<file path="config.mk">
export PLATFORM = sky130hd
export DESIGN_NAME = magic_packet_detector
export DESIGN_NICKNAME = d
export VERILOG_FILES = /design/src/include/magic_packet_pkg.sv /design/src/rtl/magic_packet_detector.sv /design/src/rtl/dest_addr_classifier.sv
export VERILOG_INCLUDE_DIRS = /design/src /design/src/include
export SDC_FILE = /design/constraint.sdc
export NUM_CORES = 1
export LEC_CHECK = 0
export ABC_CLOCK_PERIOD_IN_PS = 2600
export BUFFER_PORTS_ARGS = -buffer_cell sky130_fd_sc_hd__buf_2
export CAP_MARGIN = 30
export CORE_MARGIN = 8
export CORE_UTILIZATION = 48
export DETAILED_ROUTE_END_ITERATION = 16
export PLACE_DENSITY = 0.75
export REMOVE_ABC_BUFFERS = 1
export SKIP_CTS_REPAIR_TIMING = 1
export SLEW_MARGIN = 30
export SYNTH_ARGS = -nofsm -noshare
export SYNTH_HDL_FRONTEND = slang
export SYNTH_SLANG_ARGS = --single-unit
</file>
<file path="constraint.sdc">
create_clock -name sys_clk_in -period 2.6 [get_ports sys_clk_in]
set_input_delay 0.39 -clock sys_clk_in [delete_from_list [all_inputs] [get_ports sys_clk_in]]
set_output_delay 0.39 -clock sys_clk_in [all_outputs]
set_load 0.02 [all_outputs]
</file>
<file path="src/include/magic_packet_detector_cfg.svh">
// constants for the magic packet detector: pattern lengths, header size,
// sync value, notify selection codes and reset values.
// assumes inclusion by bare name from design and bench files.
`ifndef MAGIC_PACKET_DETECTOR_CFG_SVH
`define MAGIC_PACKET_DETECTOR_CFG_SVH

// destination and source address fields precede the searched payload
`define MPD_HDR_BYTES 4'd12
// last byte index of the destination address field
`define MPD_DEST_LAST 4'd5
// synchronization stream length and byte value
`define MPD_SYNC_LAST 3'd5
`define MPD_SYNC_VALUE 8'hff
// station address length (last byte index) and repetitions (last index)
`define MPD_ADDR_LAST 3'd5
`define MPD_REPS_LAST 4'd15
// notify selection on notify_select_in
`define MPD_NOTIFY_IRQ 1'b0
`define MPD_NOTIFY_PWR 1'b1
// reset values
`define MPD_RST_FLAG 1'b0
`define MPD_RST_POS 4'h0
`define MPD_RST_SYNC 3'h0
`define MPD_RST_IDX 3'h0
`define MPD_RST_REP 4'h0
`define MPD_RST_BYTE 8'h00

`endif

</file>
<file path="src/include/magic_packet_pkg.sv">
// types shared by the magic packet detector files.
// assumes nothing of its surroundings.
`default_nettype none

package magic_packet_pkg;

  typedef enum logic [1:0] {
    ST_HEADER,
    ST_SEARCH,
    ST_MATCH,
    ST_DONE
  } scan_state_e;

  typedef logic [7:0] byte_t;
  typedef logic [47:0] mac_addr_t;

  // byte i of the station address in transmitted order, byte 0 first
  function automatic byte_t addr_byte(input mac_addr_t addr, input logic [2:0] idx);
    return addr[{idx, 3'b000} +: 8];
  endfunction : addr_byte

endpackage : magic_packet_pkg

`default_nettype wire

</file>
<file path="src/rtl/magic_packet_detector.sv">
// magic packet detector: watches received frame bytes for a wake-up
// pattern, holds the received flag and raises the chosen notification.
// assumes the rx byte stream and all control inputs run on sys_clk_in,
// one byte per cycle when rx_valid_in is high, last byte marked.
`default_nettype none
`include "magic_packet_detector_cfg.svh"

module magic_packet_detector (
  input wire logic sys_clk_in,
  input wire logic rst_in,
  input wire logic clk_en_in,
  input wire logic magic_detect_enable_in,
  input wire logic light_sleep_state_in,
  input wire logic notify_select_in,
  input wire logic flag_clear_in,
  input wire logic [47:0] station_addr_in,
  input wire logic rx_valid_in,
  input wire logic [7:0] rx_data_in,
  input wire logic rx_last_in,
  output logic rx_pass_valid_out,
  output logic [7:0] rx_pass_data_out,
  output logic rx_pass_last_out,
  output logic detect_active_out,
  output logic wake_frame_detect_en_out,
  output logic magic_received_flag_out,
  output logic irq_out,
  output logic power_event_output_out
);

  // scanner state
  magic_packet_pkg::scan_state_e state_r;
  magic_packet_pkg::scan_state_e state_nxt;
  logic [3:0] pos_r;
  logic [3:0] pos_nxt;
  logic [2:0] sync_cnt_r;
  logic [2:0] sync_cnt_nxt;
  logic [2:0] idx_r;
  logic [2:0] idx_nxt;
  logic [3:0] rep_r;
  logic [3:0] rep_nxt;
  logic hit;

  // status and notification
  logic flag_r;
  logic flag_nxt;
  logic irq_r;
  logic irq_nxt;
  logic pwr_r;
  logic pwr_nxt;
  logic active_r;
  logic active_nxt;
  logic wake_en_r;
  logic wake_en_nxt;

  // normal receive path
  logic pass_valid_r;
  logic pass_valid_nxt;
  logic [7:0] pass_data_r;
  logic [7:0] pass_data_nxt;
  logic pass_last_r;
  logic pass_last_nxt;

  logic active;
  logic dest_ok;
  logic hdr_byte;
  logic is_sync;
  logic addr_match;

  // full power needs the enable bit; light sleep forces detection on
  assign active = magic_detect_enable_in | light_sleep_state_in;
  assign hdr_byte = rx_valid_in && active && (state_r == magic_packet_pkg::ST_HEADER);
  assign is_sync = (rx_data_in == `MPD_SYNC_VALUE);
  assign addr_match = (rx_data_in == magic_packet_pkg::addr_byte(station_addr_in, idx_r));

  dest_addr_classifier u_dest (
    .sys_clk_in(sys_clk_in),
    .rst_in(rst_in),
    .clk_en_in(clk_en_in),
    .byte_valid_in(hdr_byte),
    .byte_idx_in(pos_r),
    .byte_in(rx_data_in),
    .station_addr_in(station_addr_in),
    .dest_ok_out(dest_ok)
  );

  // ---- pattern scanner
  always_comb begin
    state_nxt = state_r;
    pos_nxt = pos_r;
    sync_cnt_nxt = sync_cnt_r;
    idx_nxt = idx_r;
    rep_nxt = rep_r;
    hit = 1'b0;
    if (!active) begin
      // detection off: scanner idles at the start of a frame
      state_nxt = magic_packet_pkg::ST_HEADER;
      pos_nxt = `MPD_RST_POS;
      sync_cnt_nxt = `MPD_RST_SYNC;
      idx_nxt = `MPD_RST_IDX;
      rep_nxt = `MPD_RST_REP;
    end else if (rx_valid_in) begin
      unique case (state_r)
        magic_packet_pkg::ST_HEADER: begin
          // skip destination and source address fields
          pos_nxt = pos_r + 4'd1;
          if (pos_r == `MPD_HDR_BYTES - 4'd1) begin
            state_nxt = magic_packet_pkg::ST_SEARCH;
            sync_cnt_nxt = `MPD_RST_SYNC;
          end
        end
        magic_packet_pkg::ST_SEARCH: begin
          if (is_sync) begin
            if (sync_cnt_r == `MPD_SYNC_LAST) begin
              // six all-ones bytes seen
              state_nxt = magic_packet_pkg::ST_MATCH;
              idx_nxt = `MPD_RST_IDX;
              rep_nxt = `MPD_RST_REP;
            end else begin
              sync_cnt_nxt = sync_cnt_r + 3'd1;
            end
          end else begin
            sync_cnt_nxt = `MPD_RST_SYNC;
          end
        end
        magic_packet_pkg::ST_MATCH: begin
          if (addr_match) begin
            if (idx_r == `MPD_ADDR_LAST) begin
              idx_nxt = `MPD_RST_IDX;
              if (rep_r == `MPD_REPS_LAST) begin
                // sixteenth copy complete
                state_nxt = magic_packet_pkg::ST_DONE;
                hit = dest_ok;
              end else begin
                rep_nxt = rep_r + 4'd1;
              end
            end else begin
              idx_nxt = idx_r + 3'd1;
            end
          end else if (is_sync && (rep_r == `MPD_RST_REP) && (idx_r == `MPD_RST_IDX)) begin
            // a longer all-ones run still counts as the sync stream
            state_nxt = magic_packet_pkg::ST_MATCH;
          end else begin
            // break in the copies: search the rest of the frame again
            state_nxt = magic_packet_pkg::ST_SEARCH;
            sync_cnt_nxt = is_sync ? 3'd1 : `MPD_RST_SYNC;
            idx_nxt = `MPD_RST_IDX;
            rep_nxt = `MPD_RST_REP;
          end
        end
        magic_packet_pkg::ST_DONE: begin
          state_nxt = magic_packet_pkg::ST_DONE;
        end
      endcase
      if (rx_last_in) begin
        // progress never spans two frames
        state_nxt = magic_packet_pkg::ST_HEADER;
        pos_nxt = `MPD_RST_POS;
        sync_cnt_nxt = `MPD_RST_SYNC;
        idx_nxt = `MPD_RST_IDX;
        rep_nxt = `MPD_RST_REP;
      end
    end
  end

  always_ff @(posedge sys_clk_in or posedge rst_in) begin
    if (rst_in) begin
      state_r <= magic_packet_pkg::ST_HEADER;
      pos_r <= `MPD_RST_POS;
      sync_cnt_r <= `MPD_RST_SYNC;
      idx_r <= `MPD_RST_IDX;
      rep_r <= `MPD_RST_REP;
    end else if (clk_en_in) begin
      state_r <= state_nxt;
      pos_r <= pos_nxt;
      sync_cnt_r <= sync_cnt_nxt;
      idx_r <= idx_nxt;
      rep_r <= rep_nxt;
    end
  end

  // ---- status flag and notification
  always_comb begin
    // a detection in the clearing cycle wins over the clear
    flag_nxt = hit | (flag_r & ~flag_clear_in);
    // notify on the line chosen by notify_select_in
    irq_nxt = flag_nxt & (notify_select_in == `MPD_NOTIFY_IRQ);
    pwr_nxt = flag_nxt & (notify_select_in == `MPD_NOTIFY_PWR);
    active_nxt = active;
    // wake-up frame detection is forced on in light sleep
    wake_en_nxt = light_sleep_state_in;
  end

  always_ff @(posedge sys_clk_in or posedge rst_in) begin
    if (rst_in) begin
      flag_r <= `MPD_RST_FLAG;
      irq_r <= 1'b0;
      pwr_r <= 1'b0;
      active_r <= 1'b0;
      wake_en_r <= 1'b0;
    end else if (clk_en_in) begin
      flag_r <= flag_nxt;
      irq_r <= irq_nxt;
      pwr_r <= pwr_nxt;
      active_r <= active_nxt;
      wake_en_r <= wake_en_nxt;
    end
  end

  // ---- normal receive path, blocked while detection is active
  always_comb begin
    pass_valid_nxt = rx_valid_in & ~active;
    pass_last_nxt = rx_valid_in & rx_last_in & ~active;
    pass_data_nxt = pass_data_r;
    if (rx_valid_in && !active) begin
      pass_data_nxt = rx_data_in;
    end
  end

  always_ff @(posedge sys_clk_in or posedge rst_in) begin
    if (rst_in) begin
      pass_valid_r <= 1'b0;
      pass_data_r <= `MPD_RST_BYTE;
      pass_last_r <= 1'b0;
    end else if (clk_en_in) begin
      pass_valid_r <= pass_valid_nxt;
      pass_data_r <= pass_data_nxt;
      pass_last_r <= pass_last_nxt;
    end
  end

  assign rx_pass_valid_out = pass_valid_r;
  assign rx_pass_data_out = pass_data_r;
  assign rx_pass_last_out = pass_last_r;
  assign detect_active_out = active_r;
  assign wake_frame_detect_en_out = wake_en_r;
  assign magic_received_flag_out = flag_r;
  assign irq_out = irq_r;
  assign power_event_output_out = pwr_r;

endmodule : magic_packet_detector

`default_nettype wire

</file>
<file path="src/rtl/dest_addr_classifier.sv">
// destination address classifier for the magic packet detector.
// assumes header bytes arrive with their index on the rx clock.
`default_nettype none
`include "magic_packet_detector_cfg.svh"

module dest_addr_classifier (
  input wire logic sys_clk_in,
  input wire logic rst_in,
  input wire logic clk_en_in,
  input wire logic byte_valid_in,
  input wire logic [3:0] byte_idx_in,
  input wire logic [7:0] byte_in,
  input wire logic [47:0] station_addr_in,
  output logic dest_ok_out
);

  logic ucast_r;
  logic ucast_nxt;
  logic bcast_r;
  logic bcast_nxt;
  logic mcast_r;
  logic mcast_nxt;
  logic first;
  logic in_dest;

  always_comb begin
    ucast_nxt = ucast_r;
    bcast_nxt = bcast_r;
    mcast_nxt = mcast_r;
    first = (byte_idx_in == `MPD_RST_POS);
    in_dest = byte_valid_in && (byte_idx_in <= `MPD_DEST_LAST);
    if (in_dest) begin
      // own unicast address, byte by byte
      ucast_nxt = (first || ucast_r) &&
                  (byte_in == magic_packet_pkg::addr_byte(station_addr_in, byte_idx_in[2:0]));
      // all-ones broadcast address
      bcast_nxt = (first || bcast_r) && (byte_in == `MPD_SYNC_VALUE);
      // group bit of the first destination byte marks multicast
      if (first) begin
        mcast_nxt = byte_in[0];
      end
    end
  end

  always_ff @(posedge sys_clk_in or posedge rst_in) begin
    if (rst_in) begin
      ucast_r <= 1'b0;
      bcast_r <= 1'b0;
      mcast_r <= 1'b0;
    end else if (clk_en_in) begin
      ucast_r <= ucast_nxt;
      bcast_r <= bcast_nxt;
      mcast_r <= mcast_nxt;
    end
  end

  assign dest_ok_out = ucast_r | bcast_r | mcast_r;

endmodule : dest_addr_classifier

`default_nettype wire

</file>
==> metrics, run 1 <==
cell count of the worst reg-to-reg path=9; largest family of logic cells by synthesized area=multiplexers; Syn Area/Cell=about 9.2 sq um; vias=approximately 2,800; Worst path max stage delay=~0.59 ns; flop2flop setup slack=-0.05 ns; clk buf depth=2; Leakage Power=between 1.5 and 2 nW; share of post-route cells with drive strength above 1=38.6%; Fin Hold WS=0.235 ns; number of synthesized flops with an enable pin=0; Hold Crit Class=primary input to asynchronous set/reset pin; aggregate global-route resource usage=19.4%; Synth Area in Compound Gates=16.7%; Starting Density=49.6%; Rel. slew slack=46.8%; drt first pass iters=4; failing checks=setup timing; Max Cap Viol=0; RSZ-0062 raised after global routing=yes; crit path time final=2.65 ns; crit path DAT=2.88 ns; share of the synthesized area in the top cell type=approximately 29%; post-synthesis mux area share=between 20% and 30%; initial DRC count=102; slowest CP cell=or4_4; dpl cells=approximately 480; final worst setup slack=-0.0485 ns; Routed WL=8710 um; Ports=80; cell taking the most area after synthesis=dfrtp_1; pin count of the biggest net entering global routing=23; Row Count=28; number of synthesized register bits=34; initial antenna violation count=0; residual DRC count=0; clock power share=27.8%; Area Overhead vs Synth=30.7%; startpoint types=flop; CTS tree=yes; post-route insts no fill=497; Overflow after GRT=0; Core Util, Final=about two thirds; PwrDens=between 500 and 600 mW/mm^2; total CTS buffers=5; hpwl dp=6740 um; fin area=0.00384 sq mm; Root Buffer=clkbuf_8; vias in the first global route=2,885; final hold violation count=0; Post-synth top cells=dfrtp_1 (34), mux2i_1 (27), nor2_1 (26); VDD IR max=roughly 0.00042 V; Die ar.=0.00888 sq mm; Final nets=498; final count of pins violating max slew=0; Synth Cell Area=0.00294 sq mm; Vias/cell=5.73; cells after synthesis=321; Max FO, Critical Path=6; Worst Clk Skew=0.0102 ns; global-route wire length before repair=13,800 um; Die Span Y=approximately 94 um; Crit Path Class=flop to flop; Setup Viol. Count Final=9; period utilisation layout=102%; Int Pwr=between 0.001 and 0.0015 W; Inserted Diodes=0; Clock transition at path regs=0.08 ns; Syn. warnings=0; Synth Area in Adders=about 5%; dpl cell area=0.00356 sq mm; FMAX=between 300 and 400 MHz; Worst Setup End Kind=flop; switching power share of the total=34.6%; gpl congestion=0.926; die width=94.2 um; Net Switching=between 0.0007 and 0.0008 W; XOR/XNOR share of the synthesized area=4.17%; worst reg2reg startpoint=idx_r[0]$_DFFE_PP0P_; Routed WL per cell=roughly 18 um; Skew-Pair Late Insertion Delay=0.30 ns; Crit path required time=2.83 ns; Post-Synth Simple-Gate Area=~18%; H-tree Lvls=2; CP cell instances=buf_6 -> mux4_2 -> nand2_2 -> a21o_1 -> nand4b_1 -> or4_4 -> or2_4 -> o21a_1 -> o21ai_2; Core Region=between 0.005 and 0.006 sq mm; count of different cell masters after synthesis=55; Slew @ Worst Pin=0.797 ns; sequential share of the synthesized area=slightly below 30%; post-route total power=0.00216 W; CTS Sinks=34; sequential share of power=31.1%; status=finished with violations; # port buffers=79; top_reg_cell synth=dfrtp_1; Comb pwr share=41.1%; Post-DRT Antenna Nets=0; capturing point of the worst reg2reg path=rep_r[1]$_DFFE_PP0P_; Async SR Flop Fraction=100%; synth top area cells=dfrtp_1 (29%), mux2i_1 (9.2%), mux4_2 (7.7%); most frequent cell after synthesis=dfrtp_1
## stage by stage
| step | TNS (ns) | worst slack [ns] |
|---|---|---|
| 3_5_place_dp | -1.02 | -0.131 |
| 6_report | -0.285 | -0.0485 |
| 2_1_floorplan | -8.05 | -0.677 |
| 5_1_grt | -3.10 | -0.263 |
| 3_3_place_gp | -0.0775 | -0.0275 |
| 4_1_cts | -1.25 | -0.142 |
## worst max path at each step
stage                          from              endpoint  slack, ns
3_5_place_dp   idx_r[0]$_DFFE_PP0P_  idx_r[1]$_DFFE_PP0P_      -0.13
4_1_cts        idx_r[0]$_DFFE_PP0P_  idx_r[1]$_DFFE_PP0P_      -0.14
2_1_floorplan  idx_r[0]$_DFFE_PP0P_  idx_r[1]$_DFFE_PP0P_      -0.68
3_3_place_gp   idx_r[0]$_DFFE_PP0P_   irq_out$_DFFE_PP0P_      -0.03
6_report       idx_r[0]$_DFFE_PP0P_  rep_r[1]$_DFFE_PP0P_      -0.05
5_1_grt        idx_r[0]$_DFFE_PP0P_  idx_r[0]$_DFFE_PP0P_      -0.26
## state kept, by name (all words and copies together) (netlist names), 2 cells and up
name,flops
state_r,2
idx_r,3
rep_r,4
pos_r,4
rx_pass_data_out,8
sync_cnt_r,3
## kinds of logic (layout without fill, tap and decap cells)
logic type,after synthesis,after routing
DFF,34,34
muxes,49,49
and+or+nand+nor,103,103
buffers and inverters,37,138
adders and majority gates,12,12
xor gates and xnor gates,14,14
AOI/OAI and AO/OA,72,72
## power groups by stage
stage / clock [W] / sequential [W] / combinational [W]
6_report: 0.000601 / 0.000672 / 0.000890
4_1_cts: 0.000610 / 0.000671 / 0.000875
2_1_floorplan: 0 / 0.000745 / 0.000512
3_5_place_dp: 0 / 0.000680 / 0.000870
5_1_grt: 0.000630 / 0.000686 / 0.000979
3_3_place_gp: 0 / 0.000678 / 0.000859
## area by class of cell
type / count / area, sq um
well taps: 75 / 93.8
flip-flops and latches: 34 / 851
multi-input cells: 250 / 2010
clock buffers: 5 / 68.8
fillers: 500 / 2080
clock inverters: 3 / 68.8
inverters: 18 / 67.6
repair buffers: 112 / 684
## worst max-delay path: cells and delay by family (launching register included)
family | cells | cell delay, ns
flip-flops | 1 | 0.41
AND/OR/NAND/NOR | 4 | 1.08
AO/OA/AOI/OAI | 3 | 0.44
buffers and inverters | 1 | 0.15
multiplexers | 1 | 0.51
## placed cells by master (no fill, tap or decap), types with 12 or more instances in the layout
cell type	instances
mux2_2	12
nor2_1	24
nor3_1	13
mux2i_1	26
nand2_1	19
xnor2_1	14
dfrtp_1	34
inv_1	17
ha_1	12
buf_4	26
buf_2	80
a21oi_1	13
## per-layer routing
metal | vias up | wire [um] | track usage, %
met5 | - | 0 | 0
met4 | 0 | 95 | 6.87
met3 | 8 | 790 | 5.12
met2 | 95 | 4090 | 32.3
met1 | 1359 | 3730 | 23.6
li1 | 1384 | - | -
Power figures use the tool's default switching activity.
==> run 2, diff against run 1 <==
--- a/config.mk
+++ b/config.mk
@@ -19,3 +19,4 @@
 export SYNTH_ARGS = -nofsm -noshare
 export SYNTH_HDL_FRONTEND = slang
 export SYNTH_SLANG_ARGS = --single-unit
+export TNS_END_PERCENT = 20
==> run 2 against run 1 <==
The flow still finishes with violations (setup timing); non-clock buffer count increased by 1; cell count up 0.20%; routed wire length up 0.78%; largest cell class unchanged; largest power group unchanged.
==> metrics, run 2 (synthesis gave the netlist of run 1 again) <==
vias=2,853; VDD IR max=approximately 0.00042 V; final worst setup slack=-0.0485 ns; total CTS buffers=5; Place WS=-0.131 ns; Hold Crit Class=primary input to asynchronous set/reset pin; crit path DAT=about 2.9 ns; fin area=0.00385 sq mm; dpl cell area=0.00356 sq mm; Setup Viol. Count Final=11; initial DRC count=125; global-route wire length before repair=13,800 um; Clock transition at path regs=0.08 ns; slowest CP cell=or4_4; Max FO, Critical Path=6; H-tree Lvls=2; vias in the first global route=between 2,000 and 3,000; Final nets=between 400 and 500; Worst Setup End Kind=flop; Core Region=0.00592 sq mm; Fin Hold WS=0.240 ns; Overflow after GRT=0; FMAX=378 MHz; Bufs and invs on worst path=1; Worst path max stage delay=around 0.59 ns; Ports=80; Routed WL per cell=between 15 and 20 um; # port buffers=79; Crit Path Class=flop to flop; Post-DRT Antenna Nets=0; Die ar.=0.00888 sq mm; initial antenna violation count=0; drt first pass iters=4; Leakage Power=1.69 nW; Skew-Pair Late Insertion Delay=0.30 ns; hpwl dp=6740 um; CTS Sinks=34; startpoint types=flop; Row Count=28; final hold violation count=0; residual DRC count=0; post-route total power=0.00218 W; Slew @ Worst Pin=just over 0.8 ns; failing checks=setup timing; Crit path required time=2.83 ns; RSZ-0062 raised after global routing=yes; Max Cap Viol=0; Starting Density=between 40 and 50%; clk buf depth=2; CP cell instances=buf_6 -> mux4_2 -> nand2_2 -> a21o_1 -> nand4b_1 -> or4_4 -> or2_4 -> o21a_1 -> o21ai_2; Worst Clk Skew=0.0100 ns; final count of pins violating max slew=0; share of post-route cells with drive strength above 1=approximately 40%; max FFs per register=8; commonest non-fill, non-tap cells in the layout=buf_2 (80), dfrtp_1 (34), mux2i_1 (26), buf_4 (26), nor2_1 (24); Vias/cell=5.73; pin count of the biggest net entering global routing=23; status=finished with violations; PwrDens=566 mW/mm^2; CTS tree=yes; aggregate global-route resource usage=19.4%; gpl congestion=0.926; fill count=approximately 500; Area Overhead vs Synth=31.2%; Core Util, Final=65.1%; crit path time final=about 2.6 ns; Root Buffer=clkbuf_8; Routed WL=8770 um; CP top delay family=simple AND/OR/NAND/NOR gates; die width=94.2 um; Inserted Diodes=0; Die Span Y=94.2 um; most common cell after layout, fill and taps aside=buf_2; period utilisation layout=102%; Rel. slew slack=46.2%
-- run 2: changes by cell type in the layout (fill, tap and decap cells not counted), sizes merged --
cell / previous run / this run
buf: 112 / 113
-- run 2: final cells by class --
cell class,count,area [sq um],share of cell area [%]
timing repair buffer,113,696,18.0
inverter,18,67.6,1.75
clock inverter,3,68.8,1.79
tap,75,93.8,2.43
clock buffer,5,68.8,1.79
multi-input combinational,250,2010,52.1
sequential,34,851,22.1
-- run 2: report_power, final --
part           switching (W)  total (W)  internal (W)
clock network       0.000218   0.000602      0.000384
registers          0.0000649   0.000671      0.000606
logic               0.000472   0.000910      0.000438
total               0.000755    0.00218       0.00143
-- run 2: stage by stage --
stage | TNS (ns) | cells
6_report | -0.333 | 498
5_1_grt | -3.11 | 498
4_1_cts | -1.25 | 492
3_5_place_dp | -1.02 | 484
3_3_place_gp | -0.0775 | 484
2_1_floorplan | -8.05 | 302
-- run 2: path summary, 6_finish.rpt --
| path | startpoint | endpoint | slack, ns | cells after the start |
|---|---|---|---|---|
| max | idx_r[0]$_DFFE_PP0P_ | rep_r[1]$_DFFE_PP0P_ | -0.05 | 9 |
| min | rst_in | magic_received_flag_out$_DFFE_PP0P_ | 0.24 | 2 |
| max reg2reg | idx_r[0]$_DFFE_PP0P_ | rep_r[1]$_DFFE_PP0P_ | -0.05 | 9 |
| min reg2reg | rx_pass_valid_out$_DFFE_PP0P_ | rx_pass_valid_out$_DFFE_PP0P_ | 0.48 | 1 |
| max in group asynchronous | rst_in | pos_r[0]$_DFFE_PP0P_ | 1.74 | 3 |
| min in group sys_clk_in | notify_select_in | irq_out$_DFFE_PP0P_ | 0.28 | 2 |
-- run 2: worst register-to-register path, cell delays in order, from the launching register on --
cell	delay [ns]
dfrtp_1	0.41
buf_6	0.15
mux4_2	0.51
nand2_2	0.08
a21o_1	0.11
nand4b_1	0.12
or4_4	0.59
or2_4	0.29
o21a_1	0.21
o21ai_2	0.12
-- run 2: per-layer routing --
| layer | routed length [um] | share of wire, % | vias up | track usage [%] |
|---|---|---|---|---|
| li1 | - | - | 1385 | - |
| met1 | 3770 | 43 | 1362 | 23.6 |
| met2 | 4100 | 47 | 98 | 32.3 |
| met3 | 805 | 9.2 | 8 | 5.12 |
| met4 | 95 | 1.1 | 0 | 6.87 |
| met5 | 0 | 0 | - | 0 |
